**src/io_port_pkg.sv**
```systemverilog
// Shared constants for the general purpose port set.
// Assumes an AXI4-Lite master with 32-bit data and 8-bit byte addresses.
package io_port_pkg;

  // Geometry
  localparam int NUM_PORTS  = 7;
  localparam int PORT_W     = 8;
  localparam int ADDR_W     = 8;
  localparam int DATA_W     = 32;
  localparam int SYNC_DEPTH = 2;

  // Port order in the pin vectors and the register map
  localparam int PORT_A = 0;
  localparam int PORT_B = 1;
  localparam int PORT_C = 2;
  localparam int PORT_E = 3;
  localparam int PORT_F = 4;
  localparam int PORT_G = 5;
  localparam int PORT_L = 6;

  // Register map: port p at p * PORT_STRIDE
  localparam logic [7:0] PORT_STRIDE = 8'h10;
  localparam logic [3:0] OFF_CFG     = 4'h0;
  localparam logic [3:0] OFF_DATA    = 4'h4;
  localparam logic [3:0] OFF_PIN     = 4'h8;
  localparam logic [7:0] ADDR_D_DATA = 8'h70;
  localparam logic [7:0] ADDR_OPTION = 8'h74;

  // Reset values
  localparam logic [7:0] CFG_RESET  = 8'h00;
  localparam logic [7:0] DATA_RESET = 8'h00;
  localparam logic [7:0] D_RESET    = 8'hff;

  // Implemented bits per port
  localparam logic [7:0] F_MASK      = 8'h0f;
  localparam logic [7:0] FULL_MASK   = 8'hff;
  localparam logic [7:0] G_DATA_MASK = 8'h3f;

  // Port G bit positions
  localparam int G_IRQ_BIT   = 0;
  localparam int G_WDOG_BIT  = 1;
  localparam int G_T1CAP_BIT = 2;
  localparam int G_T1IO_BIT  = 3;
  localparam int G_SO_BIT    = 4;
  localparam int G_SCK_BIT   = 5;
  localparam int G_SI_BIT    = 6;
  localparam int G_OSC_BIT   = 7;

  // Port G special register bits
  localparam int G_IDLE_BIT  = 6;
  localparam int G_HALT_BIT  = 7;
  localparam int G_PHASE_BIT = 6;
  localparam int G_DELAY_BIT = 7;

  // Port L alternate positions
  localparam int L_UCLK_BIT = 1;
  localparam int L_TXD_BIT  = 2;
  localparam int L_RXD_BIT  = 3;

  // Option register
  localparam int OPT_WDOG_BIT = 0;

  // AXI responses
  localparam logic [1:0] RESP_OKAY   = 2'b00;
  localparam logic [1:0] RESP_SLVERR = 2'b10;

endpackage

```
**src/io_pin_sync.sv**
```systemverilog
// Two-stage synchroniser for a bus of pin levels.
// Assumes each bit is an independent level; no word coherence given.
`timescale 1ns/1ns
module io_pin_sync #(
  parameter int WIDTH = 56
) (
  input  wire logic             aclk,
  input  wire logic             aresetn,
  input  wire logic [WIDTH-1:0] pin_level,
  output logic      [WIDTH-1:0] pin_sync
);

  logic [WIDTH-1:0] stage1_reg;

  initial begin
    if (WIDTH < 1) begin
      $error("io_pin_sync: WIDTH must be positive");
    end
  end

  // First stage feeds only the second
  always_ff @(posedge aclk) begin
    if (!aresetn) begin
      stage1_reg <= '0;
      pin_sync   <= '0;
    end else begin
      stage1_reg <= pin_level;
      pin_sync   <= stage1_reg;
    end
  end

endmodule

```
**src/io_port_drive.sv**
```systemverilog
// Registered pin drivers built from configuration and data bits.
// Assumes per-bit overrides come from the port set for dedicated pins.
`timescale 1ns/1ns
module io_port_drive #(
  parameter int WIDTH = 56
) (
  input  wire logic             aclk,
  input  wire logic             aresetn,
  input  wire logic [WIDTH-1:0] cfg_bits,
  input  wire logic [WIDTH-1:0] data_bits,
  input  wire logic [WIDTH-1:0] ovr_en,
  input  wire logic [WIDTH-1:0] ovr_out,
  input  wire logic [WIDTH-1:0] ovr_oe,
  input  wire logic [WIDTH-1:0] ovr_pull,
  output logic      [WIDTH-1:0] pin_out,
  output logic      [WIDTH-1:0] pin_oe,
  output logic      [WIDTH-1:0] pin_pullup
);

  initial begin
    if (WIDTH < 1) begin
      $error("io_port_drive: WIDTH must be positive");
    end
  end

  for (genvar i = 0; i < WIDTH; i++) begin : g_bit
    always_ff @(posedge aclk) begin
      if (!aresetn) begin
        pin_out[i]    <= 1'b0;
        pin_oe[i]     <= 1'b0;
        pin_pullup[i] <= 1'b0;
      end else if (ovr_en[i]) begin
        pin_out[i]    <= ovr_out[i];
        pin_oe[i]     <= ovr_oe[i];
        pin_pullup[i] <= ovr_pull[i];
      end else begin
        pin_out[i]    <= data_bits[i];
        pin_oe[i]     <= cfg_bits[i];
        pin_pullup[i] <= ~cfg_bits[i] & data_bits[i];
      end
    end
  end

endmodule

```
**src/io_port_set.sv**
```systemverilog
// Port set: seven bidirectional ports except input-only F4-F7 and G6 and clock output G7, one output-only port, AXI4-Lite registers.
// Assumes pins may be asynchronous to aclk and an AXI4-Lite master on the bus.
`timescale 1ns/1ns
module io_port_set (
  input  wire logic        aclk,
  input  wire logic        aresetn,
  input  wire logic [7:0]  s_axi_awaddr,
  input  wire logic [2:0]  s_axi_awprot,
  input  wire logic        s_axi_awvalid,
  output logic             s_axi_awready,
  input  wire logic [31:0] s_axi_wdata,
  input  wire logic [3:0]  s_axi_wstrb,
  input  wire logic        s_axi_wvalid,
  output logic             s_axi_wready,
  output logic      [1:0]  s_axi_bresp,
  output logic             s_axi_bvalid,
  input  wire logic        s_axi_bready,
  input  wire logic [7:0]  s_axi_araddr,
  input  wire logic [2:0]  s_axi_arprot,
  input  wire logic        s_axi_arvalid,
  output logic             s_axi_arready,
  output logic      [31:0] s_axi_rdata,
  output logic      [1:0]  s_axi_rresp,
  output logic             s_axi_rvalid,
  input  wire logic        s_axi_rready,
  input  wire logic [55:0] port_pin_in,
  output logic      [55:0] port_pin_out,
  output logic      [55:0] port_pin_oe,
  output logic      [55:0] port_pin_pullup,
  output logic      [7:0]  port_d_out,
  input  wire logic        oscillator_clock_in,
  input  wire logic        watchdog_output_level,
  output logic             halt_mode_req,
  output logic             idle_mode_req,
  output logic             serial_clock_phase_alt,
  output logic             halt_exit_clock_delay_en,
  output logic             watchdog_enable,
  output logic             external_interrupt_in,
  output logic             timer_one_capture_in,
  output logic             timer_one_io,
  output logic             serial_data_in,
  output logic             sync_serial_clock,
  output logic             serial_receive_pin,
  output logic             serial_clock_pin,
  output logic      [7:0]  wakeup_level
);

  localparam int NP = io_port_pkg::NUM_PORTS;
  localparam int PW = io_port_pkg::PORT_W;
  localparam int VW = NP * PW;
  localparam int GB = io_port_pkg::PORT_G * PW;
  localparam int LB = io_port_pkg::PORT_L * PW;
  localparam int FB = io_port_pkg::PORT_F * PW;

  // Pin vectors are sized for seven byte-wide ports
  initial begin
    if (VW != 56) begin
      $error("io_port_set: pin vector width must be 56");
    end
  end

  logic [PW-1:0]  cfg_reg  [NP];
  logic [PW-1:0]  data_reg [NP];
  logic [PW-1:0]  d_port_reg;
  logic           wdog_en_reg;
  logic [VW-1:0]  cfg_flat;
  logic [VW-1:0]  data_flat;
  logic [VW-1:0]  pin_sync;
  logic [VW-1:0]  ovr_en;
  logic [VW-1:0]  ovr_out;
  logic [VW-1:0]  ovr_oe;
  logic [VW-1:0]  ovr_pull;
  logic           aw_full_reg;
  logic [7:0]     aw_addr_reg;
  logic           w_full_reg;
  logic [31:0]    w_data_reg;
  logic           w_lane0_reg;
  logic           do_write;
  logic           wr_mapped;
  logic [2:0]     wr_port;
  logic [3:0]     wr_off;
  logic           wr_port_ok;
  logic           wr_g_data;

  // Implemented bits per port
  function automatic logic [PW-1:0] cfg_mask(input int p);
    return (p == io_port_pkg::PORT_F) ? io_port_pkg::F_MASK : io_port_pkg::FULL_MASK;
  endfunction

  function automatic logic [PW-1:0] data_mask(input int p);
    if (p == io_port_pkg::PORT_F) begin
      return io_port_pkg::F_MASK;
    end
    if (p == io_port_pkg::PORT_G) begin
      return io_port_pkg::G_DATA_MASK;
    end
    return io_port_pkg::FULL_MASK;
  endfunction

  // Address decode of one byte address
  function automatic logic port_hit(input logic [7:0] a);
    return (a[7:4] < 4'(NP)) && (a[1:0] == 2'b00) &&
           ((a[3:0] == io_port_pkg::OFF_CFG) || (a[3:0] == io_port_pkg::OFF_DATA) ||
            (a[3:0] == io_port_pkg::OFF_PIN));
  endfunction

  // Write channel holding
  assign do_write   = aw_full_reg && w_full_reg && !s_axi_bvalid;
  assign wr_port    = aw_addr_reg[6:4];
  assign wr_off     = aw_addr_reg[3:0];
  assign wr_port_ok = port_hit(aw_addr_reg);
  assign wr_mapped  = wr_port_ok || (aw_addr_reg == io_port_pkg::ADDR_D_DATA) ||
                      (aw_addr_reg == io_port_pkg::ADDR_OPTION);
  assign wr_g_data  = do_write && w_lane0_reg && wr_port_ok &&
                      (wr_port == 3'(io_port_pkg::PORT_G)) &&
                      (wr_off == io_port_pkg::OFF_DATA);

  always_ff @(posedge aclk) begin
    if (!aresetn) begin
      s_axi_awready <= 1'b1;
      aw_full_reg   <= 1'b0;
      aw_addr_reg   <= 8'h00;
    end else if (s_axi_awvalid && s_axi_awready) begin
      s_axi_awready <= 1'b0;
      aw_full_reg   <= 1'b1;
      aw_addr_reg   <= s_axi_awaddr;
    end else if (do_write) begin
      aw_full_reg   <= 1'b0;
    end else if (s_axi_bvalid && s_axi_bready) begin
      s_axi_awready <= 1'b1;
    end
  end

  always_ff @(posedge aclk) begin
    if (!aresetn) begin
      s_axi_wready <= 1'b1;
      w_full_reg   <= 1'b0;
      w_data_reg   <= 32'h0000_0000;
      w_lane0_reg  <= 1'b0;
    end else if (s_axi_wvalid && s_axi_wready) begin
      s_axi_wready <= 1'b0;
      w_full_reg   <= 1'b1;
      w_data_reg   <= s_axi_wdata;
      w_lane0_reg  <= s_axi_wstrb[0];
    end else if (do_write) begin
      w_full_reg   <= 1'b0;
    end else if (s_axi_bvalid && s_axi_bready) begin
      s_axi_wready <= 1'b1;
    end
  end

  // Write response
  always_ff @(posedge aclk) begin
    if (!aresetn) begin
      s_axi_bvalid <= 1'b0;
      s_axi_bresp  <= io_port_pkg::RESP_OKAY;
    end else if (do_write) begin
      s_axi_bvalid <= 1'b1;
      s_axi_bresp  <= wr_mapped ? io_port_pkg::RESP_OKAY : io_port_pkg::RESP_SLVERR;
    end else if (s_axi_bready) begin
      s_axi_bvalid <= 1'b0;
    end
  end

  // Configuration and data registers per port
  for (genvar p = 0; p < NP; p++) begin : g_port
    always_ff @(posedge aclk) begin
      if (!aresetn) begin
        cfg_reg[p] <= io_port_pkg::CFG_RESET;
      end else if (do_write && w_lane0_reg && wr_port_ok && wr_port == 3'(p) &&
                   wr_off == io_port_pkg::OFF_CFG) begin
        cfg_reg[p] <= w_data_reg[PW-1:0] & cfg_mask(p);
      end
    end

    always_ff @(posedge aclk) begin
      if (!aresetn) begin
        data_reg[p] <= io_port_pkg::DATA_RESET;
      end else if (do_write && w_lane0_reg && wr_port_ok && wr_port == 3'(p) &&
                   wr_off == io_port_pkg::OFF_DATA) begin
        data_reg[p] <= w_data_reg[PW-1:0] & data_mask(p);
      end
    end

    assign cfg_flat[p*PW +: PW]  = cfg_reg[p];
    assign data_flat[p*PW +: PW] = data_reg[p];
  end

  // Output-only port and option register
  always_ff @(posedge aclk) begin
    if (!aresetn) begin
      d_port_reg <= io_port_pkg::D_RESET;
    end else if (do_write && w_lane0_reg && aw_addr_reg == io_port_pkg::ADDR_D_DATA) begin
      d_port_reg <= w_data_reg[PW-1:0];
    end
  end

  assign port_d_out = d_port_reg;

  always_ff @(posedge aclk) begin
    if (!aresetn) begin
      wdog_en_reg <= 1'b0;
    end else if (do_write && w_lane0_reg && aw_addr_reg == io_port_pkg::ADDR_OPTION) begin
      wdog_en_reg <= w_data_reg[io_port_pkg::OPT_WDOG_BIT];
    end
  end

  assign watchdog_enable = wdog_en_reg;

  // Power-save requests, one cycle each
  always_ff @(posedge aclk) begin
    if (!aresetn) begin
      halt_mode_req <= 1'b0;
      idle_mode_req <= 1'b0;
    end else begin
      halt_mode_req <= wr_g_data && w_data_reg[io_port_pkg::G_HALT_BIT];
      idle_mode_req <= wr_g_data && w_data_reg[io_port_pkg::G_IDLE_BIT];
    end
  end

  assign serial_clock_phase_alt   = cfg_reg[io_port_pkg::PORT_G][io_port_pkg::G_PHASE_BIT];
  assign halt_exit_clock_delay_en = cfg_reg[io_port_pkg::PORT_G][io_port_pkg::G_DELAY_BIT];
  // The two above are register bits of port G configuration

  // Dedicated pin overrides
  always_comb begin
    ovr_en   = '0;
    ovr_out  = '0;
    ovr_oe   = '0;
    ovr_pull = '0;
    ovr_en[FB+4 +: 4] = 4'hf;
    ovr_en[GB + io_port_pkg::G_SI_BIT] = 1'b1;
    ovr_en[GB + io_port_pkg::G_OSC_BIT]  = 1'b1;
    ovr_oe[GB + io_port_pkg::G_OSC_BIT]  = 1'b1;
    ovr_out[GB + io_port_pkg::G_OSC_BIT] = oscillator_clock_in;
    if (wdog_en_reg) begin
      ovr_en[GB + io_port_pkg::G_WDOG_BIT]   = 1'b1;
      ovr_pull[GB + io_port_pkg::G_WDOG_BIT] = 1'b1;
      ovr_oe[GB + io_port_pkg::G_WDOG_BIT]   = ~watchdog_output_level;
    end
  end

  io_port_drive #(
    .WIDTH (VW)
  ) u_drive (
    .aclk       (aclk),
    .aresetn    (aresetn),
    .cfg_bits   (cfg_flat),
    .data_bits  (data_flat),
    .ovr_en     (ovr_en),
    .ovr_out    (ovr_out),
    .ovr_oe     (ovr_oe),
    .ovr_pull   (ovr_pull),
    .pin_out    (port_pin_out),
    .pin_oe     (port_pin_oe),
    .pin_pullup (port_pin_pullup)
  );

  io_pin_sync #(
    .WIDTH (VW)
  ) u_sync (
    .aclk      (aclk),
    .aresetn   (aresetn),
    .pin_level (port_pin_in),
    .pin_sync  (pin_sync)
  );

  // Alternate function taps
  assign external_interrupt_in = pin_sync[GB + io_port_pkg::G_IRQ_BIT];
  assign timer_one_capture_in  = pin_sync[GB + io_port_pkg::G_T1CAP_BIT];
  assign timer_one_io          = pin_sync[GB + io_port_pkg::G_T1IO_BIT];
  assign sync_serial_clock     = pin_sync[GB + io_port_pkg::G_SCK_BIT];
  assign serial_data_in        = pin_sync[GB + io_port_pkg::G_SI_BIT];
  assign wakeup_level          = pin_sync[LB +: PW];
  assign serial_receive_pin    = pin_sync[LB + io_port_pkg::L_RXD_BIT];
  assign serial_clock_pin      = pin_sync[LB + io_port_pkg::L_UCLK_BIT];

  // Read channel
  function automatic logic [PW-1:0] read_byte(input logic [7:0] a, output logic ok);
    logic [2:0] p;
    p  = a[6:4];
    ok = 1'b1;
    if (port_hit(a)) begin
      unique case (a[3:0])
        io_port_pkg::OFF_CFG:  return cfg_reg[p];
        io_port_pkg::OFF_DATA: return data_reg[p];
        default: begin
          if (p == 3'(io_port_pkg::PORT_F)) begin
            return pin_sync[FB +: PW] & io_port_pkg::F_MASK;
          end
          return pin_sync[32'(p) * PW +: PW];
        end
      endcase
    end
    if (a == io_port_pkg::ADDR_D_DATA) begin
      return d_port_reg;
    end
    if (a == io_port_pkg::ADDR_OPTION) begin
      return {{(PW-1){1'b0}}, wdog_en_reg};
    end
    ok = 1'b0;
    return '0;
  endfunction

  always_ff @(posedge aclk) begin
    logic [PW-1:0] rbyte;
    logic          rok;
    rbyte = '0;
    rok   = 1'b0;
    if (!aresetn) begin
      s_axi_arready <= 1'b1;
      s_axi_rvalid  <= 1'b0;
      s_axi_rdata   <= 32'h0000_0000;
      s_axi_rresp   <= io_port_pkg::RESP_OKAY;
    end else if (s_axi_arvalid && s_axi_arready) begin
      rbyte = read_byte(s_axi_araddr, rok);
      s_axi_arready <= 1'b0;
      s_axi_rvalid  <= 1'b1;
      s_axi_rdata   <= {24'h00_0000, rbyte};
      s_axi_rresp   <= rok ? io_port_pkg::RESP_OKAY : io_port_pkg::RESP_SLVERR;
    end else if (s_axi_rvalid && s_axi_rready) begin
      s_axi_rvalid  <= 1'b0;
      s_axi_arready <= 1'b1;
    end
  end

endmodule

```
**config.mk**
```make
export PLATFORM = sky130hd
export DESIGN_NAME = io_port_set
export DESIGN_NICKNAME = d
export VERILOG_FILES = /design/src/io_port_pkg.sv /design/src/io_pin_sync.sv /design/src/io_port_drive.sv /design/src/io_port_set.sv
export SDC_FILE = /design/constraint.sdc
export NUM_CORES = 1
export LEC_CHECK = 0
export BUFFER_PORTS_ARGS = -buffer_cell sky130_fd_sc_hd__buf_2
export CORE_ASPECT_RATIO = 1.5
export CORE_MARGIN = 2
export CORE_UTILIZATION = 53
export DETAILED_ROUTE_END_ITERATION = 6
export PLACE_DENSITY = 0.8
export REMOVE_ABC_BUFFERS = 1
export SETUP_SLACK_MARGIN = 0.1
export SLEW_MARGIN = 20
export SYNTH_ARGS = -nofsm -noshare
export SYNTH_HDL_FRONTEND = slang
export SYNTH_SLANG_ARGS = --single-unit
```
**constraint.sdc**
```tcl
create_clock -name aclk -period 2.5 [get_ports aclk]
set_input_delay 0.375 -clock aclk [delete_from_list [all_inputs] [get_ports aclk]]
set_output_delay 0.375 -clock aclk [all_outputs]
set_load 0.01 [all_outputs]
```
==> metrics, run 1 <==
placed cell areas=15850 um2; Post-CTS Hold Buffers=0; Clock Path Buffers=3; CTS tree=yes; GRT overflow=0; type of the tightest min-delay check=input port to register; Synth Area in XOR/XNOR=0%; crit path DAT=2440 ps; antenna violations before repair=0; worst relative slew slack=54.02%; Initial Utilization=53.67%; Die W=137.7 um; fin util=64.37%; P_leak=7.415 nW; CTS resizes=0; GRT Overall Usage=25.27%; run status=complete, but fails checks; violated checks=DRC; Die ar.=28170 um2; largest cells by area after synthesis=dfxtp_1 (42%), edfxtp_1 (22%), and2_1 (9.9%); sequential cell area=9089 um2; Yosys top cell by area=dfxtp_1; Max Fanout on Critical Path=9; minimum clock period=2215 ps; Sink Count=403; Residual DRC=9; CP max-delay cell=dfxtp_1; final-report max-slew violation count=0; largest net degree at the start of global routing=145; RePlAce Congestion=0.9912; Worst Max-Slew Pin Slew=685.1 ps; mux contribution to synthesized area=5.704%; row cnt=73; number of H-tree levels=2; Layout area overhead=19.95%; Synth top area share=42.39%; Fillers=2089; Post-DRT Antenna Nets=0; CTS root buffer=clkbuf_16; vias per std cell=5.229; CTS buffer count=36; Setup CP Type=register to register; Core ar.=26490 um2; Synth Area in Simple Gates=19.23%; ratio of cells with drive above 1 in the final layout=27.11%; reg2reg start=s_axi_bvalid$_SDFFE_PN0P_; peak supply drop=0.0005868 V; Max-cap violations=0; DR iter-0 viols=786; Setup Skew=9.915 ps; DR WL/cell=19.27 um; CP cell instances=nand3b_2, nor4_4, o21ai_1, o21ai_0, buf_4; vias in the first global route=9456; startpoint types=register; hpwl dp=26070 um; setup slack, reg-to-reg=280 ps; Pwr Total=13.47 mW; Worst-path clk slew=70 ps; post-synthesis compound-gate area fraction=6.126%; unrepaired setup endpoints after global routing=false; area of the multi-input gates=4579 um2; post-route cell area=17050 um2; yosys warns=0; Diodes inserted=0; I/O pins=360; largest family of logic cells by synthesized area=simple AND/OR/NAND/NOR gates; Buffers on Ports=280; via count=9711; worst hold start=port_pin_in[6]; Synth Register Bits=403; delay of the slowest critical-path stage=360 ps; Crit path required time=2720 ps; final setup violation count=0; number of iterations in the first detailed-routing pass=7; Die Ht=204.6 um; fin crit share=88.62%; Clk Latency, worst-skew pair=520 ps; Seq/Total Area, Yosys=63.94%; Cell variety after synth=59; Netlist Area Pre-Place=14210 um2; CP Capture Type=register; Final Hold Viols=0; Post-Synth Adder-Cell Area=0%; Post-synth EDFFs=102; Pwr Density=790.2 nW/um2; Synth async-reset ratio=0%; Post-Synthesis Cells=1209; # Post-CTS Setup Buffers=0; Highest Clock Rate=0.4514 GHz; Setup crit start=s_axi_bvalid$_SDFFE_PN0P_; total wire length=35780 um; syn_area_per_cell=11.76 um2; first-pass GRT wire length=52820 um; Most used DFF post-synth=dfxtp_1; number of nets in the layout=1617
critical path: cells and delay by family (launching register included):
kind                   cells  cell delay [ps]
buffers and inverters      1              240
flip-flops                 1              360
AND/OR/NAND/NOR            2              680
AO/OA/AOI/OAI              2              630
final cells by class:
class / count / share of cell area [%]
timing repair buffer: 318 / 10.15
clock inverter: 11 / 0.5797
sequential: 403 / 53.30
clock buffer: 53 / 6.443
multi-input combinational: 726 / 26.86
inverter: 9 / 0.1981
tap: 337 / 2.473
metal layers:
metal | track usage (%) | wire length [um] | up-vias
met4 | 11.19 | 1547 | 0
met1 | 28.67 | 12630 | 4592
met2 | 45.40 | 18850 | 492
li1 | - | - | 4539
met5 | 0 | 0 | -
met3 | 5.048 | 2746 | 88
logic make-up after synthesis:
logic type,Yosys count
buf+inv,121
other cells,1
simple gates,493
mux,55
flops,403
compound gates,136
path summary, 6_finish.rpt:
| path | end | cells after the start |
|---|---|---|
| max | cfg_reg[5][5]$_SDFFCE_PN0P_ | 5 |
| max reg2reg | cfg_reg[5][5]$_SDFFCE_PN0P_ | 5 |
| min | u_sync.stage1_reg[6]$_SDFF_PN0_ | 2 |
| min reg2reg | u_sync.pin_sync[33]$_SDFF_PN0_ | 1 |
placed cells by master (no fill, tap or decap), drive strengths merged, types with 2 or more instances in the layout:
| cell | instances |
|---|---|
| a21boi | 2 |
| o211ai | 3 |
| o2111ai | 3 |
| mux2 | 10 |
| a32oi | 2 |
| nor2 | 93 |
| a221oi | 4 |
| nand2 | 81 |
| o2bb2ai | 2 |
| a211oi | 3 |
| and3 | 10 |
| clkbuf | 53 |
| nand3 | 5 |
| edfxtp | 102 |
| clkinvlp | 2 |
| a21o | 3 |
| clkinv | 4 |
| conb | 42 |
| nor2b | 52 |
| o21ai | 37 |
| dfxtp | 301 |
| nor4 | 3 |
| a22oi | 12 |
| mux2i | 27 |
| and2 | 224 |
| a31oi | 8 |
| a41oi | 2 |
| inv | 13 |
| a2bb2oi | 2 |
| a21oi | 42 |
| nand3b | 2 |
| or3 | 2 |
| buf | 318 |
| a311oi | 6 |
| mux4 | 18 |
| nor3 | 6 |
| nand2b | 9 |
stage by stage:
step                cells  worst slack (ps)  hold WS, ps  TNS [ps]
floorplan            1138            -258.7        402.7     -7085
global placement     1793             343.8        413.6         0
detailed placement   1793             315.7        417.7         0
CTS                  1857             285.1        42.28         0
global route         1857             126.6        51.89         0
finish               1857             284.6        54.82         0
synth_stat cells (2+ instances only):
master,instances
a211oi_1,2
a21boi_0,2
a21o_1,3
a21oi_1,42
a221oi_1,4
a22oi_1,12
a2bb2oi_1,2
a311oi_1,6
a31oi_1,8
a32oi_1,2
a41oi_1,2
and2_1,224
and3_1,10
buf_2,13
buf_4,55
buf_6,4
clkbuf_1,39
dfxtp_1,301
edfxtp_1,102
inv_1,9
mux2_2,10
mux2i_1,27
mux4_1,6
mux4_2,12
nand2_1,80
nand2b_1,9
nand3_1,5
nor2_1,92
nor2b_1,52
nor3_1,3
nor3_2,2
nor4_4,2
o2111ai_1,3
o211ai_1,3
o21ai_0,36
o2bb2ai_1,2
report_power, final:
part | total [mW] | switching (mW) | internal, mW | leakage [nW]
Sequential | 7.06 | 0.137 | 6.93 | 3.54
Clock | 5.54 | 2.36 | 3.18 | 0.587
Combinational | 0.872 | 0.513 | 0.360 | 3.29
Total | 13.5 | 3.01 | 10.5 | 7.42
No activity file was read; power rests on OpenSTA's default activity.
==> run 2: changes to the inputs <==
- CORE_UTILIZATION: 53 -> 55
- SYNTH_HIERARCHICAL: unset -> 1
==> metrics, run 2 <==
Setup Skew=16.41 ps (was 9.915 ps); Buffers on Ports=297 (was 280); Core ar.=30250 um2 (was 26490 um2); CTS buffer count=38 (was 36); total wire length=40680 um (was 35780 um); row cnt=78 (was 73); run status=complete, no violations (was complete, but fails checks); ratio of cells with drive above 1 in the final layout=20.44% (was 27.11%); Pwr Density=686.9 nW/um2 (was 790.2 nW/um2); Worst-path clk slew=70 ps (about the same); fin crit share=88.79% (was 88.62%); CTS root buffer=clkbuf_16 (unchanged); P_leak=10.06 nW (was 7.415 nW); Netlist Area Pre-Place=16880 um2 (was 14210 um2); Sink Count=421 (was 403); Pwr Total=14.73 mW (was 13.47 mW); CTS tree=yes (unchanged); Die ar.=32140 um2 (was 28170 um2); type of the tightest min-delay check=input port to register (unchanged); number of nets in the layout=2237 (was 1617); # Post-CTS Setup Buffers=0 (unchanged); yosys warns=6 (was 0); startpoint types=register (unchanged); I/O pins=360 (unchanged); Worst Max-Slew Pin Slew=649.3 ps (was 685.1 ps); crit path DAT=2630 ps (was 2440 ps); number of H-tree levels=2 (unchanged); GRT Overall Usage=24.83% (was 25.27%); Highest Clock Rate=0.4505 GHz (was 0.4514 GHz); worst setup margin=280.3 ps (was 284.6 ps); Layout area overhead=27.07% (was 19.95%); Post-DRT Antenna Nets=0 (unchanged); largest net degree at the start of global routing=139 (was 145); Initial Utilization=55.80% (was 53.67%); DR iter-0 viols=923 (was 786); Max-cap violations=0 (unchanged); CP Capture Type=register (unchanged); vias per std cell=4.790 (was 5.229); most frequent cells in the layout=conb_1 (431), dfxtp_1 (319), buf_2 (296) (was dfxtp_1 (301), buf_2 (279), and2_1 (224)); final setup violation count=0 (unchanged); Post-CTS Hold Buffers=0 (unchanged); Die Ht=218.6 um (was 204.6 um); final-report max-slew violation count=0 (unchanged); Clk Latency, worst-skew pair=540 ps (was 520 ps); syn_area_per_cell=11.94 um2 (was 11.76 um2); post-route cell area=21450 um2 (was 17050 um2); Max Fanout on Critical Path=8 (was 9); GRT overflow=0 (unchanged); DR WL/cell=16.00 um (was 19.27 um); antenna violations before repair=0 (unchanged); unrepaired setup endpoints after global routing=false (unchanged); Crit path required time=2910 ps (was 2720 ps); Top Registers=u_drive/pin_oe x56, u_drive/pin_out x56, u_drive/pin_pullup x56; CTS resizes=0 (unchanged); vias in the first global route=11900 (was 9456); minimum clock period=2220 ps (was 2215 ps); Final Hold Viols=0 (unchanged); Post-Synthesis Cells=1414 (was 1209); Post-Place Worst Slack=261.7 ps (was 315.7 ps); Residual DRC=0 (was 9); Setup CP Type=register to register (unchanged); number of iterations in the first detailed-routing pass=5 (was 7); worst relative slew slack=56.56% (was 54.02%); via count=12180 (was 9711); TNS Setup=0 ps (unchanged); RePlAce Congestion=0.9028 (was 0.9912); peak supply drop=0.0005694 V (was 0.0005868 V); Clock Path Buffers=3 (unchanged); leading cell type in the layout, fill and taps excluded=conb_1 (was dfxtp_1); first-pass GRT wire length=62080 um (was 52820 um); hpwl dp=29350 um (was 26070 um); placed cell areas=20150 um2 (was 15850 um2); Diodes inserted=0 (unchanged); Die W=147.1 um (was 137.7 um)
[run 2: final cells by class]
type                       count  area, um2
sequential                   421       9449
timing repair buffer         340       1881
clock inverter                15      110.1
clock buffer                  54       1196
multi-input combinational   1305       8285
tap                          400      500.5
inverter                       8      30.03
fill                        2241       8802
[run 2: routing by layer]
metal | share of wire, % | global-route usage [%]
met5 | 0 | 0
met2 | 52 | 45.02
met4 | 4.6 | 12.05
met3 | 7.5 | 4.551
met1 | 36 | 28.02
[run 2: metrics by stage]
stage	cells	hold WS [ps]	util [%]
floorplan	1734	405.7	-
global placement	2474	409.2	66.59
detailed placement	2474	417.7	66.59
CTS	2543	17.02	70.91
global route	2543	27.05	70.91
finish	2543	38.57	70.91
[run 2: path summary, 6_finish.rpt]
check / start / end / slack (ps) / cells past startpoint
worst min-delay path: port_pin_in[7] / u_sync/stage1_reg[7]$_SDFF_PN0_ / 40 / 2
worst max register to register: aw_addr_reg[7]$_SDFFE_PN0P_ / cfg_reg[5][7]$_SDFFCE_PN0P_ / 280 / 5
worst max-delay path: aw_addr_reg[7]$_SDFFE_PN0P_ / cfg_reg[5][7]$_SDFFCE_PN0P_ / 280 / 5
worst min register to register: u_sync/stage1_reg[35]$_SDFF_PN0_ / u_sync/pin_sync[35]$_SDFF_PN0_ / 430 / 1
[run 2: power breakdown]
group | leakage, nW | switching [mW] | internal (mW)
Clock | 0.642 | 2.52 | 3.45
Combinational | 5.72 | 0.718 | 0.577
Sequential | 3.69 | 0.183 | 7.29
[run 2: worst max-delay path, stage by stage (launching register included)]
cell       delay [ps]
dfxtp_1           350
a2111oi_2         440
o211ai_1          180
or2_1             340
nor2_1            540
and2_1            230
==> run 3: changes to the inputs <==
- CORE_UTILIZATION: 55 -> 49
- PLACE_DENSITY: 0.8 -> 0.76
- SETUP_SLACK_MARGIN: 0.1 -> 0.15
- clock period: 2.5 -> 1.9 ns (I/O delays scaled with it)
==> metrics, run 3 (synthesis gave the netlist of run 2 again) <==
run status=complete, no violations (unchanged); vias in the first global route=12520 (was 11900); Max Fanout on Critical Path=8 (unchanged); Placed Cells incl. Taps=2549 (was 2474); final setup violation count=0 (unchanged); ratio of cells with drive above 1 in the final layout=24.41% (was 20.44%); GRT overflow=0 (unchanged); setup slack, reg-to-reg=50 ps (was 280 ps); Crit path required time=2290 ps (was 2910 ps); Clk Latency, worst-skew pair=550 ps (was 540 ps); worst relative slew slack=54.25% (was 56.56%); hpwl dp=30840 um (was 29350 um); Worst-path clk slew=60 ps (was 70 ps); Pwr Density=863.3 nW/um2 (was 686.9 nW/um2); number of nets in the layout=2367 (was 2237); minimum clock period=1850 ps (was 2220 ps); vias per std cell=4.632 (was 4.790); Worst Max-Slew Pin Slew=685.4 ps (was 649.3 ps); placed cell areas=20560 um2 (was 20150 um2); crit-path most repeated cell=buf_6; peak supply drop=0.0008059 V (was 0.0005694 V); crit path DAT=2240 ps (was 2630 ps); Max-cap violations=0 (unchanged); Clock Path Buffers=3 (unchanged); I/O pins=360 (unchanged); TNS Setup=0 ps (unchanged); row cnt=83 (was 78); Setup Skew=27.53 ps (was 16.41 ps); Sink Count=421 (unchanged); Setup CP Type=register to register (unchanged); total wire length=42780 um (was 40680 um); first-pass GRT wire length=65230 um (was 62080 um); Top Registers=u_drive/pin_oe x56, u_drive/pin_out x56, u_drive/pin_pullup x56 (unchanged); Die ar.=35990 um2 (was 32140 um2); Die W=155.6 um (was 147.1 um); Core ar.=34060 um2 (was 30250 um2); number of H-tree levels=2 (unchanged); CP Capture Type=register (unchanged); CP max-delay cell=dfxtp_2 (was nor2_1); Die Ht=231.3 um (was 218.6 um); Post-DRT Antenna Nets=0 (unchanged); CTS tree=yes (unchanged); CP cell instances=a2111oi_4, buf_4, nor2b_4, nand2b_4, buf_6, nor2_4, buf_6, and2_1 (was a2111oi_2, o211ai_1, or2_1, nor2_1, and2_1); Worst Hold Slack=25.48 ps (was 38.57 ps); fin util=67.14% (was 70.91%); GRT Overall Usage=23.45% (was 24.83%); fin crit share=97.39% (was 88.79%); Fillers=2596 (was 2241); worst hold stages=3 (was 2); RePlAce Congestion=0.8766 (was 0.9028); unrepaired setup endpoints after global routing=true (was false); Reg2Reg Depth=8 (was 5); Buffers on Ports=297 (unchanged); largest net degree at the start of global routing=85 (was 139); number of buffers and inverters on the critical path=3 (was 0); DR iter-0 viols=589 (was 923); leading cell type in the layout, fill and taps excluded=conb_1 (unchanged); P_leak=10.74 nW (was 10.06 nW); via count=12500 (was 12180); Initial Utilization=49.56% (was 55.80%); CTS buffer count=40 (was 38); Final Hold Viols=0 (unchanged); Top Family by Delay on Critical Path=simple AND/OR/NAND/NOR gates (unchanged); final-report max-slew violation count=0 (unchanged); Highest Clock Rate=0.5404 GHz (was 0.4505 GHz); most frequent cells in the layout=conb_1 (431), dfxtp_1 (317), buf_2 (296) (was conb_1 (431), dfxtp_1 (319), buf_2 (296)); delay of the slowest critical-path stage=330 ps (was 540 ps); antenna violations before repair=0 (unchanged); post-route cell area=22870 um2 (was 21450 um2); Diodes inserted=0 (unchanged); Residual DRC=0 (unchanged); Layout area overhead=35.47% (was 27.07%); Finished Layout Cells=2699 (was 2543); CTS root buffer=clkbuf_16 (unchanged); DR WL/cell=15.85 um (was 16.00 um); type of the tightest min-delay check=input port to register (unchanged); WP depth=8 (was 5); number of iterations in the first detailed-routing pass=5 (unchanged); startpoint types=register (unchanged)
run 3: cell types whose count changed in the layout (fill, tap and decap cells not counted), sizes merged:
cell,change
inv,+1
buf,+73
dlygate4sd3,+55
clkinv,-1
bufinv,+3
run 3: power breakdown:
| group | total [mW] | switching, mW | internal (mW) |
|---|---|---|---|
| logic | 1.93 | 1.01 | 0.917 |
| registers | 9.83 | 0.239 | 9.59 |
| clock network | 7.99 | 3.32 | 4.67 |
run 3: worst paths after layout:
| check | from | to |
|---|---|---|
| setup / recovery | aw_addr_reg[3]$_SDFFE_PN0P_ | data_reg[3][4]$_SDFFCE_PN0P_ |
| hold / removal | s_axi_wdata[2] | w_data_reg[2]$_SDFFE_PN0P_ |
| setup reg to reg | aw_addr_reg[3]$_SDFFE_PN0P_ | data_reg[3][4]$_SDFFCE_PN0P_ |
| hold reg to reg | u_sync/stage1_reg[18]$_SDFF_PN0_ | u_sync/pin_sync[18]$_SDFF_PN0_ |
run 3: what timing repair did:
action                                  CTS  global route
endpoints found under the setup margin  209           212
setup buffers                            11            12
pin swaps                                14             9
endpoints found under the hold margin    55             0
hold buffers                             55             0
gates resized for setup                  40            50
run 3: area by class of cell:
class	instances	area, um2	area share [%]
clock inverters	18	217.7	0.9519
multi-input cells	1305	8473	37.05
repair buffers	468	3059	13.38
well taps	425	531.8	2.325
clock buffers	54	1107	4.842
flip-flops and latches	421	9452	41.33
inverters	8	30.03	0.1313
run 3: tightest hold or removal path, delay by kind of cell:
kind	cells	cell delay, ps
buffers and inverters	1	100
AO/OA/AOI/OAI	1	60
AND/OR/NAND/NOR	1	40
run 3: through the flow:
step                power (mW)  setup slack, ps
finish                   19.75            49.67
global route             20.48           -49.77
CTS                      19.86            71.03
detailed placement       11.77           -260.3
global placement         11.73           -217.4
floorplan                10.86           -291.1
run 3: metal layers:
metal / wire length (um) / up-vias / global-route usage [%]
li1: - / 6191 / -
met1: 15590 / 5736 / 25.67
met2: 22130 / 452 / 42.41
met3: 2655 / 123 / 4.132
met4: 2400 / 0 / 13.36
met5: 0 / - / 0
